[src/design/dac_pkg.sv]
package dac_pkg;

   // Configuration variable numbers
   localparam logic [9:0] DAC_CV_SHORT_ADDR = 10'h001;
   localparam logic [9:0] DAC_CV_LONG_HI    = 10'h011;
   localparam logic [9:0] DAC_CV_LONG_LO    = 10'h012;
   localparam logic [9:0] DAC_CV_TABLE_SEL  = 10'h019;
   localparam logic [9:0] DAC_CV_CONFIG     = 10'h01d;

   // Configuration byte bit positions
   localparam int DAC_BIT_DIR_INV    = 0;
   localparam int DAC_BIT_FINE_STEPS = 1;
   localparam int DAC_BIT_TABLE_EN   = 4;
   localparam int DAC_BIT_LONG_ADDR  = 5;

   // Only the four option bits are kept
   localparam logic [7:0] DAC_CFG_MASK = 8'h33;

   // Reset values after power-up
   localparam logic [7:0] DAC_RST_SHORT   = 8'h03;
   localparam logic [7:0] DAC_RST_LONG_HI = 8'hc0;
   localparam logic [7:0] DAC_RST_LONG_LO = 8'h00;
   localparam logic [7:0] DAC_RST_TABLE   = 8'h00;
   localparam logic [7:0] DAC_RST_CONFIG  = 8'h00;

   // Legal address ranges
   localparam logic [7:0]  DAC_SHORT_MIN = 8'h01;
   localparam logic [7:0]  DAC_SHORT_MAX = 8'h7f;
   localparam logic [13:0] DAC_LONG_MIN  = 14'h0001;
   localparam logic [13:0] DAC_LONG_MAX  = 14'h270f;

   // High long-address byte carries this marker in its top two bits
   localparam logic [1:0]  DAC_LONG_MARK = 2'h3;

   // Speed step ceilings
   localparam logic [6:0] DAC_STEPS_14  = 7'h0e;
   localparam logic [6:0] DAC_STEPS_28  = 7'h1c;
   localparam logic [6:0] DAC_STEPS_128 = 7'h7f;

   // Speed step mode reported to the motor logic
   typedef enum logic [1:0] {
      DAC_MODE_14,
      DAC_MODE_28,
      DAC_MODE_128
   } dac_step_mode_t;

   // Programming request from the packet decoder
   typedef struct packed {
      logic       valid;
      logic       write;
      logic       service;
      logic [9:0] num;
      logic [7:0] data;
   } dac_cv_req_t;

   // Decoded speed and direction packet
   typedef struct packed {
      logic        valid;
      logic        long_fmt;
      logic [13:0] addr;
      logic        fine;
      logic        fwd;
      logic [6:0]  speed;
   } dac_pkt_t;

endpackage : dac_pkg

[src/design/dac_core.sv]
`timescale 1ns/100ps

// Overview of operation
// - Short address accepts 1 to 127 and is matched when short format selected.
// - Long address 1 to 9999 held across two variables as alternative.
// - Long-address variables change only through the paired write sequence.
// - Short and long addresses change only in service mode.
// - Config bit 4 enables the speed table chosen by table-select.
// - Config bit 1 set gives 28 or 128 steps; clear gives 14.
// - Config bit 0 set inverts received direction commands.
// - Throttle range is split into 14, 28 or 128 discrete steps.
// - Config bits act independently; one write enables all chosen options.
// - Operations-mode writes to address variables are refused.
// - Each variable is one byte wide; only table-select and the low long-address byte take any value 0 to 255.
module dac_core
   import dac_pkg::*;
(
   input  wire logic           i_clock,
   input  wire logic           i_nrst,
   input  wire dac_cv_req_t    i_cv_req,
   input  wire dac_pkt_t       i_pkt,
   output logic                o_cv_ack,
   output logic                o_cv_err,
   output logic [7:0]          o_cv_rdata,
   output logic                o_long_pending,
   output logic                o_pkt_hit,
   output logic [6:0]          o_speed_step,
   output logic                o_dir_fwd,
   output dac_step_mode_t      o_step_mode,
   output logic                o_table_en,
   output logic [7:0]          o_table_sel,
   output logic                o_long_sel
);

   // Whole state of the block
   typedef struct packed {
      logic [7:0]     short_addr;
      logic [7:0]     long_hi;
      logic [7:0]     long_lo;
      logic [7:0]     table_sel;
      logic [7:0]     cfg;
      logic           pend_v;
      logic [7:0]     pend_hi;
      logic           ack;
      logic           err;
      logic [7:0]     rdata;
      logic           hit;
      logic [6:0]     step;
      logic           fwd;
      dac_step_mode_t mode;
   } dac_state_t;

   dac_state_t s_q;
   dac_state_t s_d;

   logic [6:0]     map_step;
   logic           map_fwd;
   dac_step_mode_t map_mode;
   logic [13:0]    long_cur;
   logic [13:0]    long_new;
   logic           short_ok;
   logic           long_ok;
   logic           addr_cv;
   logic           addr_hit;

   // Speed and direction translation for the incoming packet
   dac_speed_map u_map (
      .i_cfg   (s_q.cfg),
      .i_fine  (i_pkt.fine),
      .i_fwd   (i_pkt.fwd),
      .i_speed (i_pkt.speed),
      .o_step  (map_step),
      .o_fwd   (map_fwd),
      .o_mode  (map_mode)
   );

   // Address values and their range checks
   assign long_cur = {s_q.long_hi[5:0], s_q.long_lo};
   assign long_new = {s_q.pend_hi[5:0], i_cv_req.data};
   assign short_ok = (i_cv_req.data >= DAC_SHORT_MIN)
                   && (i_cv_req.data <= DAC_SHORT_MAX);
   assign long_ok  = (long_new >= DAC_LONG_MIN) && (long_new <= DAC_LONG_MAX);
   assign addr_cv  = (i_cv_req.num == DAC_CV_SHORT_ADDR)
                   || (i_cv_req.num == DAC_CV_LONG_HI)
                   || (i_cv_req.num == DAC_CV_LONG_LO);

   // Address match selected by the format bit
   always_comb begin
      if (s_q.cfg[DAC_BIT_LONG_ADDR]) begin
         addr_hit = i_pkt.long_fmt && (i_pkt.addr == long_cur);
      end else begin
         addr_hit = !i_pkt.long_fmt
                  && (i_pkt.addr == {6'h00, s_q.short_addr});
      end
   end

   // Next-state logic
   always_comb begin
      s_d       = s_q;
      s_d.ack   = 1'b0;
      s_d.err   = 1'b0;
      s_d.hit   = 1'b0;

      // Programming requests
      if (i_cv_req.valid && i_cv_req.write) begin
         s_d.ack = 1'b1;
         // Any write other than the low byte ends a pending sequence
         if (i_cv_req.num != DAC_CV_LONG_LO) begin
            s_d.pend_v = 1'b0;
         end
         if (addr_cv && !i_cv_req.service) begin
            s_d.err    = 1'b1;
            s_d.pend_v = 1'b0;
         end else if (i_cv_req.num == DAC_CV_SHORT_ADDR) begin
            if (short_ok) begin
               s_d.short_addr = i_cv_req.data;
            end else begin
               s_d.err = 1'b1;
            end
         end else if (i_cv_req.num == DAC_CV_LONG_HI) begin
            // First half is only held, not yet applied
            if (i_cv_req.data[7:6] == DAC_LONG_MARK) begin
               s_d.pend_v  = 1'b1;
               s_d.pend_hi = i_cv_req.data;
            end else begin
               s_d.err = 1'b1;
            end
         end else if (i_cv_req.num == DAC_CV_LONG_LO) begin
            // Second half commits both bytes together
            s_d.pend_v = 1'b0;
            if (s_q.pend_v && long_ok) begin
               s_d.long_hi = s_q.pend_hi;
               s_d.long_lo = i_cv_req.data;
            end else begin
               s_d.err = 1'b1;
            end
         end else if (i_cv_req.num == DAC_CV_TABLE_SEL) begin
            s_d.table_sel = i_cv_req.data;
         end else if (i_cv_req.num == DAC_CV_CONFIG) begin
            s_d.cfg = i_cv_req.data & DAC_CFG_MASK;
         end else begin
            s_d.err = 1'b1;
         end
      end else if (i_cv_req.valid) begin
         // Reads return the stored byte
         s_d.ack = 1'b1;
         if (i_cv_req.num == DAC_CV_SHORT_ADDR) begin
            s_d.rdata = s_q.short_addr;
         end else if (i_cv_req.num == DAC_CV_LONG_HI) begin
            s_d.rdata = s_q.long_hi;
         end else if (i_cv_req.num == DAC_CV_LONG_LO) begin
            s_d.rdata = s_q.long_lo;
         end else if (i_cv_req.num == DAC_CV_TABLE_SEL) begin
            s_d.rdata = s_q.table_sel;
         end else if (i_cv_req.num == DAC_CV_CONFIG) begin
            s_d.rdata = s_q.cfg;
         end else begin
            s_d.rdata = 8'h00;
            s_d.err   = 1'b1;
         end
      end

      // Speed packets addressed to us
      if (i_pkt.valid && addr_hit) begin
         s_d.hit  = 1'b1;
         s_d.step = map_step;
         s_d.fwd  = map_fwd;
         s_d.mode = map_mode;
      end else if (i_cv_req.valid && i_cv_req.write && (i_cv_req.num == DAC_CV_CONFIG)) begin
         // Mode follows a configuration write unless a speed packet for us arrives in the same cycle
         s_d.mode = s_d.cfg[DAC_BIT_FINE_STEPS] ? DAC_MODE_28 : DAC_MODE_14;
      end
   end

   // State register
   always_ff @(posedge i_clock) begin
      if (!i_nrst) begin
         s_q.short_addr <= DAC_RST_SHORT;
         s_q.long_hi    <= DAC_RST_LONG_HI;
         s_q.long_lo    <= DAC_RST_LONG_LO;
         s_q.table_sel  <= DAC_RST_TABLE;
         s_q.cfg        <= DAC_RST_CONFIG;
         s_q.pend_v     <= 1'b0;
         s_q.pend_hi    <= 8'h00;
         s_q.ack        <= 1'b0;
         s_q.err        <= 1'b0;
         s_q.rdata      <= 8'h00;
         s_q.hit        <= 1'b0;
         s_q.step       <= 7'h00;
         s_q.fwd        <= 1'b1;
         s_q.mode       <= DAC_MODE_14;
      end else begin
         s_q <= s_d;
      end
   end

   // Outputs straight from the state register
   assign o_cv_ack       = s_q.ack;
   assign o_cv_err       = s_q.err;
   assign o_cv_rdata     = s_q.rdata;
   assign o_long_pending = s_q.pend_v;
   assign o_pkt_hit      = s_q.hit;
   assign o_speed_step   = s_q.step;
   assign o_dir_fwd      = s_q.fwd;
   assign o_step_mode    = s_q.mode;
   assign o_table_en     = s_q.cfg[DAC_BIT_TABLE_EN];
   assign o_table_sel    = s_q.table_sel;
   assign o_long_sel     = s_q.cfg[DAC_BIT_LONG_ADDR];

endmodule : dac_core

[src/design/dac_speed_map.sv]
`timescale 1ns/100ps

module dac_speed_map
   import dac_pkg::*;
(
   input  wire logic [7:0] i_cfg,
   input  wire logic       i_fine,
   input  wire logic       i_fwd,
   input  wire logic [6:0] i_speed,
   output logic [6:0]      o_step,
   output logic            o_fwd,
   output dac_step_mode_t  o_mode
);

   // Clamp the commanded speed to the active step range
   always_comb begin
      if (!i_cfg[DAC_BIT_FINE_STEPS]) begin
         o_mode = DAC_MODE_14;
         o_step = (i_speed > DAC_STEPS_14) ? DAC_STEPS_14 : i_speed;
      end else if (i_fine) begin
         o_mode = DAC_MODE_128;
         o_step = (i_speed > DAC_STEPS_128) ? DAC_STEPS_128 : i_speed;
      end else begin
         o_mode = DAC_MODE_28;
         o_step = (i_speed > DAC_STEPS_28) ? DAC_STEPS_28 : i_speed;
      end
   end

   // Direction inversion
   assign o_fwd = i_fwd ^ i_cfg[DAC_BIT_DIR_INV];

endmodule : dac_speed_map

[config.mk]
export PLATFORM = sky130hd
export DESIGN_NAME = dac_core
export DESIGN_NICKNAME = d
export VERILOG_FILES = /design/src/design/dac_pkg.sv /design/src/design/dac_core.sv /design/src/design/dac_speed_map.sv
export SDC_FILE = /design/constraint.sdc
export NUM_CORES = 1
export LEC_CHECK = 0
export BUFFER_PORTS_ARGS = -buffer_cell sky130_fd_sc_hd__buf_2
export CORE_MARGIN = 10
export CORE_UTILIZATION = 61
export CTS_BUF_LIST = sky130_fd_sc_hd__clkbuf_4 sky130_fd_sc_hd__clkbuf_8
export CTS_CLUSTER_DIAMETER = 150
export DETAILED_ROUTE_END_ITERATION = 16
export GPL_ROUTABILITY_DRIVEN = 0
export PLACE_DENSITY = 0.95
export SYNTH_ARGS = -nofsm -noshare
export SYNTH_HDL_FRONTEND = slang
export SYNTH_HIERARCHICAL = 1
export SYNTH_SLANG_ARGS = --single-unit
[constraint.sdc]
create_clock -name i_clock -period 5.9 [get_ports i_clock]
set_input_delay 0 -clock i_clock [delete_from_list [all_inputs] [get_ports i_clock]]
set_output_delay 0 -clock i_clock [all_outputs]
set_load 0.01 [all_outputs]
After elaboration in Yosys (flattened, before gate mapping). Cells that the tools add are included.

Register bits: 66. Bits of input ports: 48.

Magnitude comparators: 7. Equality and inequality tests: 9. Multiplexer cells: 45. Bitwise logic cells: 7. Reduce and logical (&&, ||, !) cells: 20.

Operators by type and width (count): 2-to-1 mux 8 bit (6); equality test 10 x 5 -> 1 bit, second input constant (4); 2-to-1 mux 7 bit (5); 2-to-1 mux 11 bit (2); 2-to-1 mux 2 bit (10); 2-to-1 mux 1 bit (18); 2-to-1 mux 9 bit (2); equality test 14 bit (1); equality test 14 x 8 -> 1 bit (1); greater-or-equal comparator 14 x 1 -> 1 bit, second input constant (1); <= comparator 14 bit, second input constant (1); AND reduction 6 bit (2); equality test 10 x 1 -> 1 bit, second input constant (1); 2-to-1 mux 10 bit (1); != test 10 x 5 -> 1 bit, second input constant (1); logical AND 1 bit (9); greater-or-equal comparator 8 x 1 -> 1 bit, second input constant (1); <= comparator 8 x 7 -> 1 bit, second input constant (1); > comparator 7 x 4 -> 1 bit, second input constant (1); > comparator 7 x 5 -> 1 bit, second input constant (1); > comparator 7 bit, second input constant (1); AND reduction 7 bit (1); 2-to-1 mux 6 bit (1); NOT 1 bit (6); 8 further kinds (10).

Depth between registers and ports, before layout. Gate-level depths: netlist of run 1.

Depth in word-level cells: 11. Depth in mapped cells: 8. Mapped depth without buffers: 5.

By module. Netlist of run 1, hierarchy kept.

By module, submodules not included: dac_core (times used 1, cells each 371, area an instance 3502.1 um^2, sequential area each 1321.3 um^2); dac_speed_map (times used 1, cells each 22, area an instance 135.1 um^2, sequential area each 0.0 um^2).

Worst setup path after synthesis of run 1. No wires, ideal clock.

Kind: reg2reg. Start point: register s_q (netlist bit o_long_sel). End point: register s_q (netlist bit o_dir_fwd). Library setup time: 134 ps. Arrival: 1747 ps. Required time: 5766 ps. Slack: 4019 ps. Stages on the path, launching flop included: 6. Buffers on the path: 0. Clock period less this slack: 1881 ps. Cell sequence: dfxtp_1 > or4_1 > nor4_1 > nand3_1 > a21oi_2 > a2bb2oi_1.

Longest elaborated chain between the ends: 2.

Ends and longest elaborated chain: start, declared (RTL line dac_core.sv:53) `dac_state_t s_q;`; 2-to-1 mux 1 bit (RTL line dac_core.sv:89) `if (s_q.cfg[DAC_BIT_LONG_ADDR]) begin`; logical AND 1 bit (RTL line dac_core.sv:164) `if (i_pkt.valid && addr_hit) begin`.

Every way passes these cells. A chain may end at the register's enable or synchronous reset.

Final worst setup path of run 1.
Start point: input port i_cv_req[5] (netlist bit). End point: register s_q (netlist bit o_cv_err).

Longest elaborated chain between the ends: 9. Elaborated cells between the ends (all ways): 14. Classes of those cells: order compare: 4; mux: 7; reduce/logical: 3.

Ends and longest elaborated chain: start, declared (RTL line dac_core.sv:20) `input wire dac_cv_req_t i_cv_req,`; greater-or-equal comparator 14 x 1 -> 1 bit / <= comparator 14 bit (equally long branches) (RTL line dac_core.sv:82) `assign long_ok = (long_new >= DAC_LONG_MIN) && (long_new <= DAC_LONG_MAX);`; logical AND 1 bit (RTL line dac_core.sv:82); logical AND 1 bit (RTL line dac_core.sv:131) `if (s_q.pend_v && long_ok) begin`; 2-to-1 mux 1 bit (RTL line dac_core.sv:131); 2-to-1 mux 1 bit (RTL line dac_core.sv:128) `end else if (i_cv_req.num == DAC_CV_LONG_LO) begin`; 2-to-1 mux 1 bit (RTL line dac_core.sv:120) `end else if (i_cv_req.num == DAC_CV_LONG_HI) begin`; 2-to-1 mux 1 bit * (RTL line dac_core.sv:114) `end else if (i_cv_req.num == DAC_CV_SHORT_ADDR) begin`; 2-to-1 mux 1 bit * (RTL line dac_core.sv:111) `if (addr_cv && !i_cv_req.service) begin`; 2-to-1 mux 2 bit * (RTL line dac_core.sv:105) `if (i_cv_req.valid && i_cv_req.write) begin`.

Mark *: on every way between the ends. The rest lies on a longest branch, timed or not.

==> out/results.ini, run 1 <==
[drt]
routed_wire_length_per_instance_um = 18.90
vias_per_cell = 6.007
drt.antenna.violating_nets = 0
detail_route.drc_violations = 0
wirelength_um = 10110
num_vias = 3214
detailedRoute.firstPassIterationCount = 6
drtIter0Drc = 316

[global_route]
grt_start_max_net_pins = 59
grt_pass1_vias = 3270
grt_remaining_overflow = 0
grt_pass1_wl_um = 16480
grt_antenna_before_repair = 0
global_route.usage.total_pct = 21.34

[finish]
num-nets-final = 503
final_common_cell = sky130_fd_sc_hd__buf_2
post-route-cell-area_um2 = 4233
areaGrowthSynthToFinish_pct = 16.49
drive_above_1_share_pct = 24.35
n_fill_cell = 440
most_used_cells_in_the_layout_excluding_fill_and_tap_cells = sky130_fd_sc_hd__buf_2, sky130_fd_sc_hd__dfxtp_1, sky130_fd_sc_hd__mux2i_1
antenna_cells_inserted = 0
layout.cells.non_filler = 535
area_taken_by_multi_input_logic_gates_um2 = 1989
regArea_um2 = 1321

[timing]
tightestPinTransition_ns = 0.9717
finalClockSkew_ns = 0.01232
grt_setup_unrepaired = no
setup-violations-final = 0
max-slew-margin-rel_pct = 35.09
fmax_mhz = 406.4
fin_tns_setup_ns = 0
setup_ws_ns = 3.440
final_hold_viol_count = 0
final_period_minus_worst_setup_slack_ns = 2.460
count_of_pins_over_their_slew_limit = 0
post-route-period-util_pct = 41.70

[die]
std_cell_rows = 28
fp.dieArea_um2 = 9444
die_y_um = 97.18
core_region_area_um2 = 5851
boundaryPins = 80
floorplan.initialDensity_pct = 62.10
fp.dieW_um = 97.18

[critical_path]
critical_path.startpoint_type = input port
category_of_cells_accounting_for_the_largest_share_of_critical_path_delay = buffers and inverters
crit_fanout = 6
timing.critical_path.to_type = flop
crit_slowest_cell = sky130_fd_sc_hd__dlygate4sd3_1
worst_r2r_startpoint = long_new[11]
crit_required_ns = 6.14
worst-setup-path-type = input port to flop
cp_cell_sequence = dlygate4sd3_1 > buf_2 > nor4_1 > o211ai_1 > or4_1 > nand3_1 > a31oi_1 > dlygate4sd3_1
setup.worst_path.start = i_cv_req[5]
cp_data_arrival_time_ns = 2.70
critical_path.n_buffers_inverters = 3
worst_path_largest_cell_delay_ns = 0.59
cp_common_cell = sky130_fd_sc_hd__dlygate4sd3_1

[clocking]
postCtsSetupBuffers = 0
tritoncts_clock_tree = done
worst_skew_pair.late_latency_ns = 0.36
ctsHoldBuffers = 16
cts_buf_count = 9
post_cts_resized = 0
clock_pin_transition_on_the_worst_setup_and_hold_timing_paths_ns = 0.08
numClockSinks = 66
ctsRootBufferMaster = sky130_fd_sc_hd__clkbuf_8
cts-root-to-sink-buffers = 2
clock_tree.htree_level_count = 3

[pwr]
power.leakage_nw = 1.771
ir_worst_vdd_v = 0.0001755
power-per-cell-area_nw_per_um2 = 230.1
design_power_total_uw = 974.2

[hold_path]
min-delay-start = i_pkt[4]
hold_path.class = input port to flop

[synth]
syn_area_um2 = 3633
syn-instance-count = 392
mappedNetlistNets = 440
syn_avg_cell_area_um2 = 9.269
synth.yosys.warnings = 6

[placed_design]
placed_area_um2 = 3845
buffer_ports.inserted = 79
dpl_worst_slack_ns = 3.526
placed_cells = 503
dp_hpwl_um = 7367

[run]
cap_viol_max_count = 0

[outcome]
status = finished clean

==> final timing paths <==
kind / endpoint / slack (ns) / depth (start not counted)
max reg2reg: o_cv_err / 3.74 / 6
max: o_cv_err / 3.44 / 8
min reg2reg: o_speed_step[6] / 0.45 / 2
min: o_speed_step[4] / 0.007 / 3
==> per-stage QoR <==
step,hold WS [ns],util [%]
5_1_grt,0.002406,72.35
2_1_floorplan,0.09885,-
6_report,0.007011,72.35
3_5_place_dp,0.2820,65.72
4_1_cts,0.003914,72.35
3_3_place_gp,0.2820,65.72
==> layout make-up <==
class	instances	share of cell area, %
multi-input cells	271	47.00
flip-flops and latches	66	31.21
repair buffers	95	13.12
clock buffers	10	3.252
well taps	75	2.217
clock inverters	6	2.128
inverters	12	1.064
==> tightest hold or removal path, delay by kind of cell <==
| kind | cells | cell delay [ns] |
|---|---|---|
| buf+inv | 1 | 0.11 |
| compound gates | 2 | 0.23 |
==> routing by layer <==
metal	wire [µm]	vias up	global-route usage, %
li1	-	1503	-
met4	297	0	9.421
met2	5008	152	36.16
met3	771	31	7.112
met5	0	-	0
met1	4031	1528	23.67
==> state kept, by name (all words and copies together), names as in the netlist <==
| name | count |
|---|---|
| s_q | 14 |
| long_cur | 14 |
| o_long_sel | 1 |
| long_new | 6 |
| o_step_mode | 2 |
| o_cv_rdata | 8 |
| o_speed_step | 7 |
| o_pkt_hit | 1 |
| o_table_en | 1 |
| o_table_sel | 8 |
| o_cv_err | 1 |
| o_dir_fwd | 1 |
| o_cv_ack | 1 |
| o_long_pending | 1 |
==> where the power goes <==
part | leakage (nW) | internal [mW] | switching [mW]
Sequential | 0.533 | 0.448 | 0.00129
Combinational | 1.13 | 0.0400 | 0.0505
Clock | 0.112 | 0.250 | 0.185
Total | 1.77 | 0.738 | 0.237
Power figures use the tool's default switching activity.
==> inputs of run 2 (changes only) <==
Settings changed: CORE_UTILIZATION 61 to 56, PLACE_DENSITY 0.95 to 0.9.
Clock period 5.9 ns to 2.5 ns, I/O delays scaled along.
==> run 2 against run 1 <==
Against the previous run: count of clock-buffer cells in the layout down 1; register-to-register slack worse by 3.3 ns; combinational power up 140%; via count down 0.28%; die area up 7.1%; sequential share of layout area down 0.27 points; routed wire length down 1.6%; critical path type unchanged; largest cell class unchanged.
==> out/results.ini, run 2 (synthesis gave the netlist of run 1 again) <==
[pwr]
ir_worst_vdd_v = 0.0004037
power-per-cell-area_nw_per_um2 = 530.7
design_power_total_mw = 2.266
power.leakage_nw = 1.795

[clocking]
tritoncts_clock_tree = done
clock_pin_transition_on_the_worst_setup_and_hold_timing_paths_ns = 0.07
worst_skew_pair.late_latency_ns = 0.35
cts_buf_count = 9
clock_tree.htree_level_count = 3
ctsHoldBuffers = 16
ctsRootBufferMaster = sky130_fd_sc_hd__clkbuf_8
postCtsSetupBuffers = 0
cts-root-to-sink-buffers = 2
numClockSinks = 66
post_cts_resized = 0

[critical_path]
critical_path.startpoint_type = input port
cp_data_arrival_time_ns = 2.65
crit_required_ns = 2.74
setup.reg_to_reg.worst_slack_ns = 0.40
worst-setup-path-type = input port to flop
reg2reg_depth = 5
cp_common_cell = sky130_fd_sc_hd__dlygate4sd3_1
worst_r2r_startpoint = o_long_sel
worst_path_largest_cell_delay_ns = 0.55
cp_cell_sequence = dlygate4sd3_1 > buf_2 > nor4_1 > o211ai_1 > or4_1 > nand3_1 > a31oi_1 > dlygate4sd3_1
crit_fanout = 6
critical_path.reg2reg.endpoint = o_speed_step[2]
crit_slowest_cell = sky130_fd_sc_hd__dlygate4sd3_1
timing.critical_path.to_type = flop

[global_route]
grt_pass1_vias = 3326
grt_start_max_net_pins = 40
grt_remaining_overflow = 0
global_route.usage.total_pct = 19.78
grt_antenna_before_repair = 0
grt_pass1_wl_um = 16030

[outcome]
status = finished clean

[finish]
areaGrowthSynthToFinish_pct = 17.53
final_common_cell = sky130_fd_sc_hd__buf_2
most_used_cells_in_the_layout_excluding_fill_and_tap_cells = sky130_fd_sc_hd__buf_2, sky130_fd_sc_hd__dfxtp_1, sky130_fd_sc_hd__mux2i_1
drive_above_1_share_pct = 25.32
n_fill_cell = 495
layout.cells.non_filler = 543
antenna_cells_inserted = 0
num-nets-final = 509

[timing]
tightestPinTransition_ns = 0.6761
grt_setup_unrepaired = no
final_period_minus_worst_setup_slack_ns = 2.411
fin_tns_setup_ns = 0
max-slew-margin-rel_pct = 54.73
final_hold_viol_count = 0
setup_ws_ns = 0.08880
finalClockSkew_ns = 0.008709
fmax_mhz = 414.7
post-route-period-util_pct = 96.45
setup-violations-final = 0
count_of_pins_over_their_slew_limit = 0

[placed_design]
dpl_worst_slack_ns = 0.4574
buffer_ports.inserted = 79
placed_cells = 511
dp_hpwl_um = 7462

[die]
fp.dieW_um = 100.6
fp.dieArea_um2 = 10110
die_y_um = 100.6
core_region_area_um2 = 6314
std_cell_rows = 29
floorplan.initialDensity_pct = 57.55
boundaryPins = 80

[hold_path]
hold_path_end = o_speed_step[1]
hold_path.class = input port to flop
min-delay-start = i_pkt[1]
min_delay_path_depth = 3

[drt]
routed_wire_length_per_instance_um = 18.31
detail_route.drc_violations = 0
detailedRoute.firstPassIterationCount = 4
vias_per_cell = 5.902
wirelength_um = 9943
drt.antenna.violating_nets = 0
num_vias = 3205
drtIter0Drc = 273

[run]
cap_viol_max_count = 0

[run 2: changes by cell type in the layout (fill, tap and decap cells not counted)]
cell / change
sky130_fd_sc_hd__clkinv_2: +1
sky130_fd_sc_hd__buf_4: +6
sky130_fd_sc_hd__clkinvlp_4: +1
sky130_fd_sc_hd__clkbuf_8: -1
sky130_fd_sc_hd__clkinv_4: -1
[run 2: worst max path at each step]
stage	from	end	slack [ns]	depth (start not counted)
floorplan	o_long_sel	o_dir_fwd	0.62	5
global placement	o_long_sel	o_dir_fwd	0.51	5
detailed placement	o_long_sel	o_dir_fwd	0.46	5
CTS	i_cv_req[5]	o_cv_err	0.15	8
global route	i_cv_req[5]	o_cv_err	0.03	8
finish	i_cv_req[5]	o_cv_err	0.09	8
[run 2: report_power, final]
group	leakage [nW]	total [mW]	internal, mW	switching [mW]
Combinational	1.16	0.218	0.0978	0.120
Clock	0.105	0.988	0.559	0.429
Sequential	0.533	1.06	1.06	0.00330
[run 2: metrics by stage]
stage	area (µm²)	util [%]	hold WS, ns
after global placement	3892	61.65	0.2822
after floorplan	3633	-	0.09885
final	4270	67.64	0.01518
after CTS	4270	67.64	0.01213
after detailed placement	3892	61.65	0.2813
after global routing	4270	67.64	0.03140
[run 2: layout make-up]
type | instances | area, µm² | area share [%]
Clock inverter | 7 | 93.84 | 2.197
Multi-Input combinational cell | 271 | 1989 | 46.59
Timing Repair Buffer | 101 | 600.6 | 14.06
Clock buffer | 9 | 123.9 | 2.901
Inverter | 12 | 45.04 | 1.055
Tap cell | 77 | 96.34 | 2.256
Sequential cell | 66 | 1321 | 30.94
[run 2: worst max-delay path: cells and delay by family]
| kind | cells | cell delay (ns) |
|---|---|---|
| compound gates | 2 | 0.28 |
| buf+inv | 3 | 1.28 |
| simple gates | 3 | 1.08 |
[run 2: layer usage]
| layer | up-vias | wire length [µm] | global-route usage (%) |
|---|---|---|---|
| li1 | 1515 | - | - |
| met4 | 0 | 319 | 10.65 |
| met3 | 33 | 821 | 6.722 |
| met1 | 1499 | 3940 | 22.23 |
| met5 | - | 0 | 0 |
| met2 | 158 | 4862 | 32.29 |
==> inputs of run 3 (changes only) <==
Settings changed: PLACE_DENSITY 0.9 to 0.91, SYNTH_HIERARCHICAL 1 to not set.
==> run 3 against run 2 <==
Against the previous run: synthesized cell count fell by 7.4%; critical endpoint is now long_cur[3]; register-to-register slack got worse by 0.13 ns; largest cell class unchanged; routed wire length fell by 1.4%; critical path type unchanged; setup slack better by 0.071 ns.
==> out/results.ini, run 3 <==
[outcome]
status = finished clean

[placed_design]
dpl_worst_slack_ns = 0.2708
placed_cells = 488
buffer_ports.inserted = 79
dp_hpwl_um = 7141
placed_area_um2 = 3701

[critical_path]
timing.critical_path.to_type = flop
critical_path.n_buffers_inverters = 3
critical_path.startpoint_type = input port
crit_slowest_cell = sky130_fd_sc_hd__or4_1
crit_fanout = 16
crit_required_ns = 2.72
cp_data_arrival_time_ns = 2.56
worst_path_largest_cell_delay_ns = 0.59
category_of_cells_accounting_for_the_largest_share_of_critical_path_delay = buffers and inverters
worst-setup-path-type = input port to flop
cp_cell_sequence = dlygate4sd3_1 > buf_2 > or4_1 > a41o_2 > a2111oi_4 > buf_12 > mux2i_1 > nor2_1

[finish]
final_util_pct = 68.98
areaGrowthSynthToFinish_pct = 20.63
layout.cells.non_filler = 519
antenna_cells_inserted = 0
num-nets-final = 487
most_used_cells_in_the_layout_excluding_fill_and_tap_cells = sky130_fd_sc_hd__buf_2, sky130_fd_sc_hd__dfxtp_1, sky130_fd_sc_hd__nor2_1, sky130_fd_sc_hd__mux2i_1, sky130_fd_sc_hd__nand2_1
final_common_cell = sky130_fd_sc_hd__buf_2
post-route-cell-area_um2 = 4060
n_fill_cell = 469
drive_above_1_share_pct = 29.05

[clocking]
numClockSinks = 66
cts_buf_count = 9
worst_skew_pair.late_latency_ns = 0.35
clock_pin_transition_on_the_worst_setup_and_hold_timing_paths_ns = 0.07
postCtsSetupBuffers = 0
tritoncts_clock_tree = done
clock_tree.htree_level_count = 3
cts-root-to-sink-buffers = 2
ctsRootBufferMaster = sky130_fd_sc_hd__clkbuf_8

[drt]
detail_route.drc_violations = 0
top_layer_used = met4
vias_per_cell = 5.904
drtIter0Drc = 273
routed_wire_length_per_instance_um = 18.90
detailedRoute.firstPassIterationCount = 5
wl_met2_um = 4511
route.layer.met1.wl_um = 4132
wirelength_um = 9808
drt.antenna.violating_nets = 0
num_vias = 3064
route.met3.wl_um = 899

[synth]
syn_area_um2 = 3366
synth.area.mux_share_pct = 18.25
post_synth_edffs = 0
post_synth_and_or_nand_nor_area_fraction_pct = 17.32
syn_avg_cell_area_um2 = 9.272
synthMostInstantiatedCell = sky130_fd_sc_hd__dfxtp_1
post_synth_xor_xnor_area_pct = 5.985
mappedNetlistNets = 411
synth_top_cell_by_area = sky130_fd_sc_hd__dfxtp_1
ys_top_cells_by_count = sky130_fd_sc_hd__dfxtp_1, sky130_fd_sc_hd__mux2i_1, sky130_fd_sc_hd__nor2_1
yosys_register_bits = 66
post_synth_main_area_contributors = sky130_fd_sc_hd__dfxtp_1, sky130_fd_sc_hd__mux2i_1, sky130_fd_sc_hd__buf_4
synth.yosys.warnings = 0
synth.top_cell.area_share_pct = 39.26
ys.flop_type = sky130_fd_sc_hd__dfxtp_1
synth-async-reset-ratio_pct = 0
syn-instance-count = 363
synth_seq_area_share_pct = 39.26
synth-compound-area-share_pct = 10.67
main_combinational_cell_family_by_area_after_synthesis = multiplexers
netlist-cell-type-count = 46
synthAdderAreaFrac_pct = 0

[pwr]
ir_worst_vdd_v = 0.0003056
power.leakage_nw = 1.690
power-per-cell-area_nw_per_um2 = 541.6

[hold_path]
hold_path.class = input port to flop

[timing]
setup_ws_ns = 0.1599
final_period_minus_worst_setup_slack_ns = 2.340
tightestPinTransition_ns = 1.102
finalClockSkew_ns = 0.007844
final_hold_viol_count = 0
max-slew-margin-rel_pct = 26.06
post-route-period-util_pct = 93.60
setup-violations-final = 0
count_of_pins_over_their_slew_limit = 0
fmax_mhz = 427.3
fin_tns_setup_ns = 0
grt_setup_unrepaired = no

[die]
core_region_area_um2 = 5886
boundaryPins = 80
fp.dieW_um = 97.53
die_y_um = 97.53
floorplan.initialDensity_pct = 57.19
std_cell_rows = 28
fp.dieArea_um2 = 9511

[global_route]
grt_pass1_wl_um = 16160
grt_remaining_overflow = 0
grt_antenna_before_repair = 0
global_route.usage.total_pct = 20.43
grt_pass1_vias = 3189
grt_start_max_net_pins = 36

[run]
cap_viol_max_count = 0

-- run 3: area by class of cell --
class                   instances  area, µm²  share of cell area [%]
multi-input cells             249       1758                   43.30
flip-flops and latches         66       1321                   32.54
repair buffers                107      655.6                   16.15
clock buffers                  14      173.9                   4.284
well taps                      75      93.84                   2.311
clock inverters                 2      35.03                  0.8629
inverters                       6      22.52                  0.5547
-- run 3: final timing paths --
kind | from | to | slack (ns) | cells after the start
worst max-delay path | i_cv_req[5] | long_cur[3] | 0.16 | 8
worst max register to register | o_long_sel | o_dir_fwd | 0.27 | 5
worst min-delay path | i_pkt[1] | o_speed_step[1] | 0.02 | 3
worst min register to register | o_speed_step[5] | o_speed_step[5] | 0.46 | 2
-- run 3: what timing repair did --
action                                 4_1_cts  5_1_grt
hold buffers                                15        0
endpoints found under the hold margin       24        0
gates resized for setup                      0        0
-- run 3: layer usage --
layer	track usage (%)	vias up
li1	-	1427
met1	24.47	1433
met2	32.24	173
met3	6.543	31
met4	9.732	0
met5	0	-
-- run 3: tightest hold or removal path: cells and delay by family --
kind / cells / cell delay, ns
compound gates: 1 / 0.09
buf+inv: 1 / 0.11
mux: 1 / 0.12
-- run 3: through the flow --
| stage | hold WS (ns) | power (mW) |
|---|---|---|
| after floorplan | 0.1285 | 1.171 |
| final | 0.02232 | 2.199 |
| after detailed placement | 0.2933 | 1.256 |
| after global placement | 0.2919 | 1.251 |
| after global routing | 0.04535 | 2.270 |
| after CTS | 0.0003280 | 2.207 |
-- run 3: power by group --
group          switching, mW  internal [mW]
Clock                  0.399          0.548
Combinational          0.108         0.0806
Sequential           0.00368           1.06
Total                  0.510           1.69
-- run 3: cells by family (layout without fill, tap and decap cells) --
group,Yosys count,in the layout
XOR/XNOR,23,23
multiplexers,60,60
flip-flops,66,66
AND/OR/NAND/NOR,116,116
AO/OA/AOI/OAI,50,50
buffers and inverters,48,129
